`src/rtl/rc_tune_pkg.sv`:
```
// Constants for the fast RC oscillator self-tune control block
package rc_tune_pkg;
    // -------------------------------------------------------------
    // Register byte offsets
    // -------------------------------------------------------------
    localparam logic [3:0] TUNE_CTRL_OFS  = 4'h0;
    localparam logic [3:0] IRQ_STATUS_OFS = 4'h4;
    localparam logic [3:0] IRQ_MASK_OFS   = 4'h8;
    // -------------------------------------------------------------
    // Tune control field positions
    // -------------------------------------------------------------
    localparam int ENABLE_BIT   = 15;
    localparam int RESERVED_BIT = 14;
    localparam int STOP_IDLE_BIT = 13;
    localparam int REF_SEL_BIT  = 12;
    localparam int LOCK_BIT     = 11;
    localparam int POLARITY_BIT = 10;
    localparam int OOR_BIT      = 9;
    localparam int TRIM_W       = 6;
    // -------------------------------------------------------------
    // Interrupt status bits and reset values
    // -------------------------------------------------------------
    localparam int IRQ_LOCK_BIT = 0;
    localparam int IRQ_OOR_BIT  = 1;
    localparam int IRQ_W        = 2;
    localparam logic [TRIM_W-1:0] TRIM_RESET = 6'h00;
    localparam logic [IRQ_W-1:0]  IRQ_RESET  = 2'h0;
    // -------------------------------------------------------------
    // Reference rates and lock window (0.2 % = 2 per mille)
    // -------------------------------------------------------------
    localparam int SEC_REF_HZ      = 32768;
    localparam int USB_REF_HZ      = 1000;
    localparam int RC_NOMINAL_HZ   = 8000000;
    localparam int LOCK_TOL_PERMIL = 2;
endpackage

```
`src/rtl/rc_self_tune.sv`:
```
// Self-tune control, status and interrupt logic for the fast RC oscillator
//
// Functional notes
// Enable set: hardware owns the trim field; clear: software may write trim.
// Bit 14 of tune control reads zero; writes to it do nothing.
// Stop-in-idle set halts tuning while core idles; clear keeps tuning.
// Reference select one tunes to USB timing, zero to 32.768 kHz oscillator.
// Lock flag set within 0.2 percent of reference, cleared otherwise.
// Polarity one raises lock interrupt on lock zero, else on lock one.
// Out-of-range flag set when trim cannot correct; no adjustment then.
// Lock and out-of-range flags read-only, updated each evaluation.
//
// The Wishbone slave port and the register addresses were chosen for this implementation.
module rc_self_tune #(
    parameter int CNT_W = 16
) (
    // Clock and reset
    input  wire logic        clk_sys_i,
    input  wire logic        rstn_i,
    // Wishbone classic slave
    input  wire logic        wb_cyc_i,
    input  wire logic        wb_stb_i,
    input  wire logic        wb_we_i,
    input  wire logic [3:0]  wb_adr_i,
    input  wire logic [3:0]  wb_sel_i,
    input  wire logic [31:0] wb_dat_i,
    output logic      [31:0] wb_dat_o,
    output logic             wb_ack_o,
    // Oscillator and reference events
    input  wire logic        osc_tick_i,
    input  wire logic        ref_usb_tick_i,
    input  wire logic        ref_32k_tick_i,
    input  wire logic        core_idle_i,
    // Results
    output logic [rc_tune_pkg::TRIM_W-1:0] rc_trim_value_o,
    output logic             irq_o
);
    // Expected oscillator ticks per reference period and lock window
    localparam logic [CNT_W-1:0] TARGET_32K = CNT_W'(
        rc_tune_pkg::RC_NOMINAL_HZ / rc_tune_pkg::SEC_REF_HZ);
    localparam logic [CNT_W-1:0] TARGET_USB = CNT_W'(
        rc_tune_pkg::RC_NOMINAL_HZ / rc_tune_pkg::USB_REF_HZ);
    localparam logic [CNT_W-1:0] TOL_32K = CNT_W'(
        rc_tune_pkg::RC_NOMINAL_HZ / rc_tune_pkg::SEC_REF_HZ
        * rc_tune_pkg::LOCK_TOL_PERMIL / 1000);
    localparam logic [CNT_W-1:0] TOL_USB = CNT_W'(
        rc_tune_pkg::RC_NOMINAL_HZ / rc_tune_pkg::USB_REF_HZ
        * rc_tune_pkg::LOCK_TOL_PERMIL / 1000);
    localparam logic [rc_tune_pkg::TRIM_W-1:0] TRIM_MAX = '1;
    localparam logic [rc_tune_pkg::TRIM_W-1:0] TRIM_ONE = 6'h01;
    localparam logic [CNT_W-1:0]               CNT_ONE  = CNT_W'(1);

    // -------------------------------------------------------------
    // State
    // -------------------------------------------------------------
    logic                 self_tune_enable;
    logic                 tune_stop_in_idle;
    logic                 tune_reference_select;
    logic                 tune_lock_flag;
    logic                 lock_irq_polarity;
    logic                 tune_out_of_range_flag;
    logic [CNT_W-1:0]     osc_count;
    logic                 primed;
    logic [rc_tune_pkg::IRQ_W-1:0] irq_status;
    logic [rc_tune_pkg::IRQ_W-1:0] irq_mask;
    logic                 lock_cond_d;
    logic                 oor_d;

    // -------------------------------------------------------------
    // Bus decode
    // -------------------------------------------------------------
    logic        bus_req;
    logic        bus_wr;
    logic        wr_ctrl;
    logic        wr_status;
    logic        wr_mask;
    logic [31:0] next_dat;
    logic [31:0] ctrl_word;

    // Request from cyc and stb, write also qualified by the ack
    assign bus_req   = wb_cyc_i & wb_stb_i;
    assign bus_wr    = bus_req & wb_we_i & wb_ack_o;
    assign wr_ctrl   = bus_wr && wb_adr_i == rc_tune_pkg::TUNE_CTRL_OFS;
    assign wr_status = bus_wr && wb_adr_i == rc_tune_pkg::IRQ_STATUS_OFS;
    assign wr_mask   = bus_wr && wb_adr_i == rc_tune_pkg::IRQ_MASK_OFS;

    // Tune control image, bit 14 tied low
    always_comb begin
        ctrl_word = '0;
        ctrl_word[rc_tune_pkg::ENABLE_BIT]    = self_tune_enable;
        // unused bit reads zero
        ctrl_word[rc_tune_pkg::RESERVED_BIT]  = 1'b0;
        ctrl_word[rc_tune_pkg::STOP_IDLE_BIT] = tune_stop_in_idle;
        ctrl_word[rc_tune_pkg::REF_SEL_BIT]   = tune_reference_select;
        ctrl_word[rc_tune_pkg::LOCK_BIT]      = tune_lock_flag;
        ctrl_word[rc_tune_pkg::POLARITY_BIT]  = lock_irq_polarity;
        ctrl_word[rc_tune_pkg::OOR_BIT]       = tune_out_of_range_flag;
        ctrl_word[rc_tune_pkg::TRIM_W-1:0]    = rc_trim_value_o;
    end

    // Read mux, unmapped reads return zero
    always_comb begin
        next_dat = '0;
        case (wb_adr_i)
            rc_tune_pkg::TUNE_CTRL_OFS:  next_dat = ctrl_word;
            rc_tune_pkg::IRQ_STATUS_OFS: next_dat[1:0] = irq_status;
            rc_tune_pkg::IRQ_MASK_OFS:   next_dat[1:0] = irq_mask;
            default:                     next_dat = '0;
        endcase
    end

    // Ack one cycle after the request, dropped the cycle after
    always_ff @(posedge clk_sys_i or negedge rstn_i) begin
        if (!rstn_i) begin
            wb_ack_o <= 1'b0;
            wb_dat_o <= '0;
        end else begin
            wb_ack_o <= bus_req & ~wb_ack_o;
            wb_dat_o <= next_dat;
        end
    end

    // -------------------------------------------------------------
    // Software control bits
    // -------------------------------------------------------------
    always_ff @(posedge clk_sys_i or negedge rstn_i) begin
        if (!rstn_i) begin
            self_tune_enable      <= 1'b0;
            tune_stop_in_idle     <= 1'b0;
            tune_reference_select <= 1'b0;
            lock_irq_polarity     <= 1'b0;
            irq_mask              <= rc_tune_pkg::IRQ_RESET;
        end else begin
            if (wr_ctrl && wb_sel_i[1]) begin
                self_tune_enable <= wb_dat_i[rc_tune_pkg::ENABLE_BIT];
                tune_stop_in_idle <= wb_dat_i[rc_tune_pkg::STOP_IDLE_BIT];
                tune_reference_select <= wb_dat_i[rc_tune_pkg::REF_SEL_BIT];
                lock_irq_polarity <= wb_dat_i[rc_tune_pkg::POLARITY_BIT];
            end
            if (wr_mask && wb_sel_i[0])
                irq_mask <= wb_dat_i[rc_tune_pkg::IRQ_W-1:0];
        end
    end

    // -------------------------------------------------------------
    // Frequency measurement
    // -------------------------------------------------------------
    logic             active;
    logic             ref_tick;
    logic             eval;
    logic [CNT_W-1:0] target;
    logic [CNT_W-1:0] tol;
    logic [CNT_W:0]   hi_lim;
    logic [CNT_W:0]   cnt_tol;
    logic             too_fast;
    logic             too_slow;
    logic             in_lock;
    logic             oor_now;

    // idle halts tuning only when stop-in-idle is set
    assign active   = self_tune_enable & ~(core_idle_i & tune_stop_in_idle);
    // reference chosen by the select bit
    assign ref_tick = tune_reference_select ? ref_usb_tick_i
                                            : ref_32k_tick_i;
    assign target   = tune_reference_select ? TARGET_USB : TARGET_32K;
    assign tol      = tune_reference_select ? TOL_USB : TOL_32K;
    assign eval     = active & ref_tick & primed;

    // Window compare against the expected tick count
    assign hi_lim   = {1'b0, target} + {1'b0, tol};
    assign cnt_tol  = {1'b0, osc_count} + {1'b0, tol};
    assign too_fast = {1'b0, osc_count} > hi_lim;
    assign too_slow = cnt_tol < {1'b0, target};
    assign in_lock  = ~too_fast & ~too_slow;
    assign oor_now  = (too_fast && rc_trim_value_o == '0) ||
                      (too_slow && rc_trim_value_o == TRIM_MAX);

    // Count oscillator ticks over one reference period
    always_ff @(posedge clk_sys_i or negedge rstn_i) begin
        if (!rstn_i) begin
            osc_count <= '0;
            primed    <= 1'b0;
        end else if (!active) begin
            osc_count <= '0;
            primed    <= 1'b0;
        end else if (ref_tick) begin
            osc_count <= {{(CNT_W-1){1'b0}}, osc_tick_i};
            primed    <= 1'b1;
        end else if (osc_tick_i && osc_count != '1) begin
            osc_count <= osc_count + CNT_ONE;
        end
    end

    // -------------------------------------------------------------
    // Status flags and trim
    // -------------------------------------------------------------
    // lock follows each evaluation, dropped when tuning stops
    // flags written by hardware only
    always_ff @(posedge clk_sys_i or negedge rstn_i) begin
        if (!rstn_i) begin
            tune_lock_flag         <= 1'b0;
            tune_out_of_range_flag <= 1'b0;
        end else if (!active) begin
            tune_lock_flag         <= 1'b0;
        end else if (eval) begin
            tune_lock_flag         <= in_lock;
            // flag when trim range is exhausted
            tune_out_of_range_flag <= oor_now;
        end
    end

    // hardware owns trim while enabled
    always_ff @(posedge clk_sys_i or negedge rstn_i) begin
        if (!rstn_i) begin
            rc_trim_value_o <= rc_tune_pkg::TRIM_RESET;
        end else if (self_tune_enable) begin
            // no step while out of range
            if (eval && !oor_now && too_fast)
                rc_trim_value_o <= rc_trim_value_o - TRIM_ONE;
            else if (eval && !oor_now && too_slow)
                rc_trim_value_o <= rc_trim_value_o + TRIM_ONE;
        end else if (wr_ctrl && wb_sel_i[0]) begin
            rc_trim_value_o <= wb_dat_i[rc_tune_pkg::TRIM_W-1:0];
        end
    end

    // -------------------------------------------------------------
    // Interrupts
    // -------------------------------------------------------------
    logic                          lock_cond;
    logic [rc_tune_pkg::IRQ_W-1:0] irq_event;

    // lock interrupt level chosen by polarity
    assign lock_cond = tune_lock_flag ^ lock_irq_polarity;
    assign irq_event[rc_tune_pkg::IRQ_LOCK_BIT] = lock_cond & ~lock_cond_d;
    assign irq_event[rc_tune_pkg::IRQ_OOR_BIT]  =
        tune_out_of_range_flag & ~oor_d;

    // Sticky status, write one to clear, set wins
    always_ff @(posedge clk_sys_i or negedge rstn_i) begin
        if (!rstn_i) begin
            lock_cond_d <= 1'b0;
            oor_d       <= 1'b0;
            irq_status  <= rc_tune_pkg::IRQ_RESET;
            irq_o       <= 1'b0;
        end else begin
            lock_cond_d <= lock_cond;
            oor_d       <= tune_out_of_range_flag;
            irq_status  <= (irq_status & ~((wr_status && wb_sel_i[0]) ?
                           wb_dat_i[rc_tune_pkg::IRQ_W-1:0] : 2'h0))
                           | irq_event;
            irq_o       <= |(irq_status & irq_mask);
        end
    end
endmodule

```
`config.mk`:
```
export PLATFORM = sky130hd
export DESIGN_NAME = rc_self_tune
export DESIGN_NICKNAME = d
export VERILOG_FILES = /design/src/rtl/rc_tune_pkg.sv /design/src/rtl/rc_self_tune.sv
export SDC_FILE = /design/constraint.sdc
export NUM_CORES = 1
export LEC_CHECK = 0
export ABC_AREA = 1
export BUFFER_PORTS_ARGS = -buffer_cell sky130_fd_sc_hd__buf_2
export CORE_ASPECT_RATIO = 0.6
export CORE_MARGIN = 3
export CORE_UTILIZATION = 53
export CTS_CLUSTER_SIZE = 28
export DETAILED_ROUTE_END_ITERATION = 10
export PLACE_DENSITY = 0.81
export SETUP_SLACK_MARGIN = 0.15
export SKIP_LAST_GASP = 1
export SLEW_MARGIN = 20
export SYNTH_ARGS = -nofsm -noshare
export SYNTH_HDL_FRONTEND = slang
export SYNTH_SLANG_ARGS = --single-unit
```
`constraint.sdc`:
```
create_clock -name clk_sys_i -period 4.9 [get_ports clk_sys_i]
set_input_delay 1.225 -clock clk_sys_i [delete_from_list [all_inputs] [get_ports clk_sys_i]]
set_output_delay 1.225 -clock clk_sys_i [all_outputs]
set_load 0.01 [all_outputs]
```
# Word level (Yosys, flattened, before mapping)

Cells that the tools add are included.

Word-level logic and storage cells: 91
Bits of input ports: 49
Flip-flop bits (word level): 69

Equality and inequality tests: 8
Magnitude comparators: 2
Mux-type cells: 17
Reductions and logical operators: 21
$add $sub $neg: 5
Bitwise logic cells: 22

Operators with widths:

| operator              | number |
|---|---|
| $mux 16               | 3 |
| $mux 6                | 4 |
| $add 16x5->17         | 1 |
| $lt 17x13->1          | 1 |
| $add 16x1->16 const B | 1 |
| $gt 16x14->1          | 1 |
| $ne 16x16->1 const B  | 1 |
| $add 13x5->14         | 1 |
| $mux 14               | 1 |
| $logic_and 1x1->1     | 13 |
| $mux 13               | 1 |
| $and 1x1->1           | 11 |
| $add 6x1->6 const B   | 1 |
| $eq 6x6->1 const B    | 1 |
| $logic_not 6->1       | 1 |
| $ne 3x1->1 const B    | 2 |
| $not 1->1             | 6 |
| $pmux 2 s3            | 1 |
| $sub 6x1->6 const B   | 1 |
| $mux 1                | 5 |
| $mux 5                | 1 |
| $and 2x2->2           | 2 |
| $eq 4x3->1 const B    | 1 |
| $eq 4x4->1 const B    | 1 |
| other kinds (11)      | 13 |

# Depth between registers and ports, before layout

Word-level depth: 11
Gate-level depth with buffers: 26
Mapped depth without buffers: 26

# Worst setup path before layout

No wires, ideal clock.

Path kind: reg-to-reg
From: reg tune_reference_select
To: reg rc_trim_value_o[5] in the netlist's numbering
Setup time: 0.116 ns
Cell stages (with the launch flop): 27
Path slack: 1.493 ns
Data arrival time: 3.290 ns
Clock period less this slack: 3.407 ns
Cells stage by stage: dfrtp_1 -> ha_1 -> nand2_1 -> nor2_4 -> nand2_1 -> xnor2_1 -> ha_1 -> a21oi_1 -> nor2_1 -> nor2_1 -> nand2_1 -> nor2_2 -> nand4_2 -> nand3_1 -> inv_1 -> ha_1 -> nand2_1 -> nand2_1 -> nand2_1 -> nand3_1 -> xor2_1 -> inv_1 -> nand4_1 -> nand2_1 -> nand2_1 -> nand2_1 -> nand2_1

Cells in the longest elaborated chain, start to end: 10

RTL lines:

| element                                                            | line                                     | text |
|---|---|---|
| start: declaration                                                 | rc_self_tune.sv:58                       | `logic tune_reference_select;` |
| start signal: assignment                                           | rc_self_tune.sv:137                      | `tune_reference_select <= wb_dat_i[rc_tune_pkg::REF_SEL_BIT];` |
| $mux 5 / $mux 13 (equally long branches)                           | rc_self_tune.sv:166, rc_self_tune.sv:165 |  |
| $add 16x5->17 / $add 13x5->14 (equally long branches)              | rc_self_tune.sv:171, rc_self_tune.sv:170 |  |
| $lt 17x13->1 / $gt 16x14->1 (equally long branches)                | rc_self_tune.sv:173, rc_self_tune.sv:172 |  |
| $logic_and 1x1->1 (on tied branches)                               | rc_self_tune.sv:176, rc_self_tune.sv:175 |  |
| $logic_or 1x1->1                                                   | rc_self_tune.sv:175                      | `assign oor_now = (too_fast && rc_trim_value_o == '0) \|\|` |
| $logic_not 1->1                                                    | rc_self_tune.sv:218, rc_self_tune.sv:220 |  |
| $logic_and 1x1->1                                                  | rc_self_tune.sv:218, rc_self_tune.sv:220 |  |
| $logic_and 1x1->1 (on tied branches)                               | rc_self_tune.sv:218, rc_self_tune.sv:220 |  |
| $ne 3x1->1 (no source line) / $mux 6 (equally long branches)       | n/a                                      |  |
| $reduce_and 2->1 (no source line) / $mux 6 (equally long branches) | n/a                                      |  |
| end signal: assignment                                             | rc_self_tune.sv:219                      | `rc_trim_value_o <= rc_trim_value_o - TRIM_ONE;` |
| end signal: assignment                                             | rc_self_tune.sv:221                      | `rc_trim_value_o <= rc_trim_value_o + TRIM_ONE;` |
| end signal: assignment                                             | rc_self_tune.sv:223                      | `rc_trim_value_o <= wb_dat_i[rc_tune_pkg::TRIM_W-1:0];` |
| end: declaration                                                   | rc_self_tune.sv:35                       | `output logic [rc_tune_pkg::TRIM_W-1:0] rc_trim_value_o,` |

Parallel ways exist; a longest one is shown, timed or not.
A chain may end at the register's enable or synchronous reset.

# Worst setup path in the final report

Same ends and word-level chain as after synthesis.

==> flow_summary.yaml <==
critical_path:
  cp_num_buf_inv: 2
  cp-end-kind: "register"
  r2r_setup_slack_ps: 790
  timing.rr.end: "rc_trim_value_o[5]"
  required_ps: 5100
  crit_path_start_kind: "register"
  rr_startpoint: "tune_reference_select"
  worstPathArrival_ps: 4320
  slowest_stage: "dfrtp_1"
  critPathTopFamily: "simple AND/OR/NAND/NOR gates"
  startpoint: "tune_reference_select"
  critPathMaxFanout: 10
  cpMostUsedCell: "nand2_1"
  path_class: "reg -> reg"
  max_stage_delay_ps: 590
  reg2reg_depth: 26
clock_network:
  path_clk_slew_ps: 90
  clock_path_buffers: 2
  cts.sinks: 49
  cts_root_buffer: "clkbuf_8"
  numCtsBuffers: 5
  insertion_delay_ps: 310
  cts_resized: 0
  post-cts-setup-buffers: 0
  cts_hold_buf: 0
  ctsHtreeMaxLevel: 2
  tritoncts: "yes"
final_layout:
  fill_cells: 513
  design_area_mm2: 0.00362
  finalNetCount: 557
  multiInputGateArea_mm2: 0.00176
  utilization_pct: 62.3
  area_growth_pct: 9.21
  seq_area_mm2: 0.00123
  antenna_cells: 0
  drive_gt1_share_pct: 15.7
  fin_cells: 565
synthesis:
  synth_edf_count: 0
  synth_simple_gate_area_share_pct: 27.7
  ys_ff_latch: 49
  yosysWarnings: 0
  synthesis.area_per_instance_um2: 7.55
  yosysTopAreaCell: "dfrtp_1"
  synth_ff_type: "dfrtp_1"
  synth_top_area_share_pct: 37.0
  synth_top_family_by_area: "simple AND/OR/NAND/NOR gates"
  syn_inst: 439
  synth_xor_area_share_pct: 3.44
  synth.distinct_cells: 34
  synth_seq_area_share_pct: 37.0
  synthMuxAreaShare_pct: 0
  synthAdderAreaFrac_pct: 9.29
  synth_compound_area_share_pct: 10.5
  ys_top_cells_by_area: "dfrtp_1, nand2_1, ha_1"
  syn_area_mm2: 0.00331
  async_flop_share_pct: 100
die:
  start_util_pct: 57.1
  die_w_um: 108
  die_h_um: 67.3
  rows: 21
  ios: 89
  die-area_mm2: 0.00727
  coreArea_mm2: 0.00581
pwr:
  powerDensity_mw_per_mm2: 251
  leakage_nw: 1.87
  irDropWorstVdd_mv: 0.196
timing:
  slew_viol_final: 0
  slew_headroom_pct: 58.1
  fin_skew_ps: 7.49
  max_clock_freq_mhz: 243
  worst_pin_slew_ps: 629
  finalSetupViolCount: 0
  rsz0062_at_grt: "no"
  timing.setup.tns_ps: 0
  hold_viol_final: 0
  layout_min_cycle_time_ps: 4110
  fin_crit_sh_pct: 83.9
routing:
  routed_wl_mm: 7.74
  drtIter0Drc: 206
  drt-vias-per-instance: 5.28
  ant_nets: 0
  drcViolationCount: 0
  vias: 2984
  firstDrtPassIters: 4
  wl_per_cell_um: 13.7
global_routing:
  grt_max_degree: 50
  globalRoute.totalOverflow: 0
  track_usage_pct: 22.0
  grt_pass1_wl_mm: 12.4
  grt.met3_usage_pct: 4.11
  grt_use_met1_pct: 33.2
  use_met2_pct: 31.9
  grt_pass1_vias: 2689
  antenna_found_initial: 0
  grt_busiest_layer: "met1"
status:
  outcome: "complete, no violations"
worst_hold_path:
  min_path_type: "reg -> reg"
  min_to: "oor_d"
  holdPathStages: 0
  hp-start: "tune_out_of_range_flag"
place:
  dpl_cell_area_mm2: 0.00353
  dpl.cell_count: 557
  io_buffers: 44
  place_hpwl_mm: 6.08
  place.gp.congestion: 0.896
run:
  cap_violations: 0
sequential cells by signal (all words and copies together), names as in the netlist, 2 cells and up:
| name | count |
|---|---|
| osc_count | 16 |
| wb_dat_o | 12 |
| rc_trim_value_o | 6 |
| irq_mask | 2 |
| irq_status | 2 |
cells in the final DEF (no fill, tap or decap), types with 3 or more instances in the layout:
master | synthesis | final
nand4_1 | 13 | 13
ha_1 | 23 | 23
buf_2 | 0 | 43
clkbuf_8 | 0 | 5
nand2_1 | 96 | 96
nand2_2 | 6 | 6
nand3_1 | 20 | 20
inv_1 | 54 | 54
xor2_1 | 12 | 12
nor3_1 | 9 | 9
inv_2 | 3 | 3
nor2_1 | 48 | 48
dfrtp_1 | 49 | 49
conb_1 | 1 | 20
o21ai_0 | 24 | 24
nor2_2 | 9 | 9
o21ai_1 | 5 | 5
a21oi_1 | 22 | 22
per-stage QoR:
stage	setup WS, ps	hold WS [ps]	power [mW]
floorplan	1490	354	0.608
global placement	975	355	0.667
detailed placement	825	360	0.675
CTS	792	382	0.911
global route	457	399	0.959
finish	788	381	0.909
Yosys cell counts (all sizes together) (9+ instances only):
cell type,number
nor2,59
a21oi,23
buf,22
nand3,21
xor2,12
o21ai,30
inv,58
nor3,9
nand4,14
ha,23
dfrtp,49
nand2,102
cells by family (layout without fill, tap and decap cells):
family	Yosys count	in the layout
buffers and inverters	83	110
AND/OR/NAND/NOR	207	207
adder cells (fa/ha/maj)	24	24
XOR/XNOR	13	13
other	1	20
flip-flops	49	49
AO/OA/AOI/OAI	62	62
per-layer routing:
metal | wire [um] | vias up | part of all wire [%]
li1 | - | 1463 | -
met1 | 3860 | 1376 | 50
met2 | 3170 | 134 | 41
met3 | 619 | 11 | 8.0
met4 | 84 | 0 | 1.1
met5 | 0 | - | 0
cell type report:
class	count	area share, %
multi-input combinational	326	48.7
sequential	49	33.9
timing repair buffer	44	6.15
inverter	58	6.08
tap	80	2.77
clock buffer	6	2.00
clock inverter	2	0.415
worst max-delay path by stage:
stage                     slack [ps]  cells after the start                 end
after floorplan                 1490                     26  rc_trim_value_o[5]
after global placement           980                     26  rc_trim_value_o[5]
after detailed placement         830                     26  rc_trim_value_o[5]
after CTS                        790                     26  rc_trim_value_o[5]
after global routing             460                     26  rc_trim_value_o[5]
final                            790                     26  rc_trim_value_o[5]
power by group:
part	total (mW)	leakage, nW	internal (mW)	switching [mW]
Combinational	0.207	1.21	0.0734	0.133
Sequential	0.464	0.630	0.434	0.0306
Clock	0.238	0.0374	0.101	0.137
(Power assumes the default switching activity.)
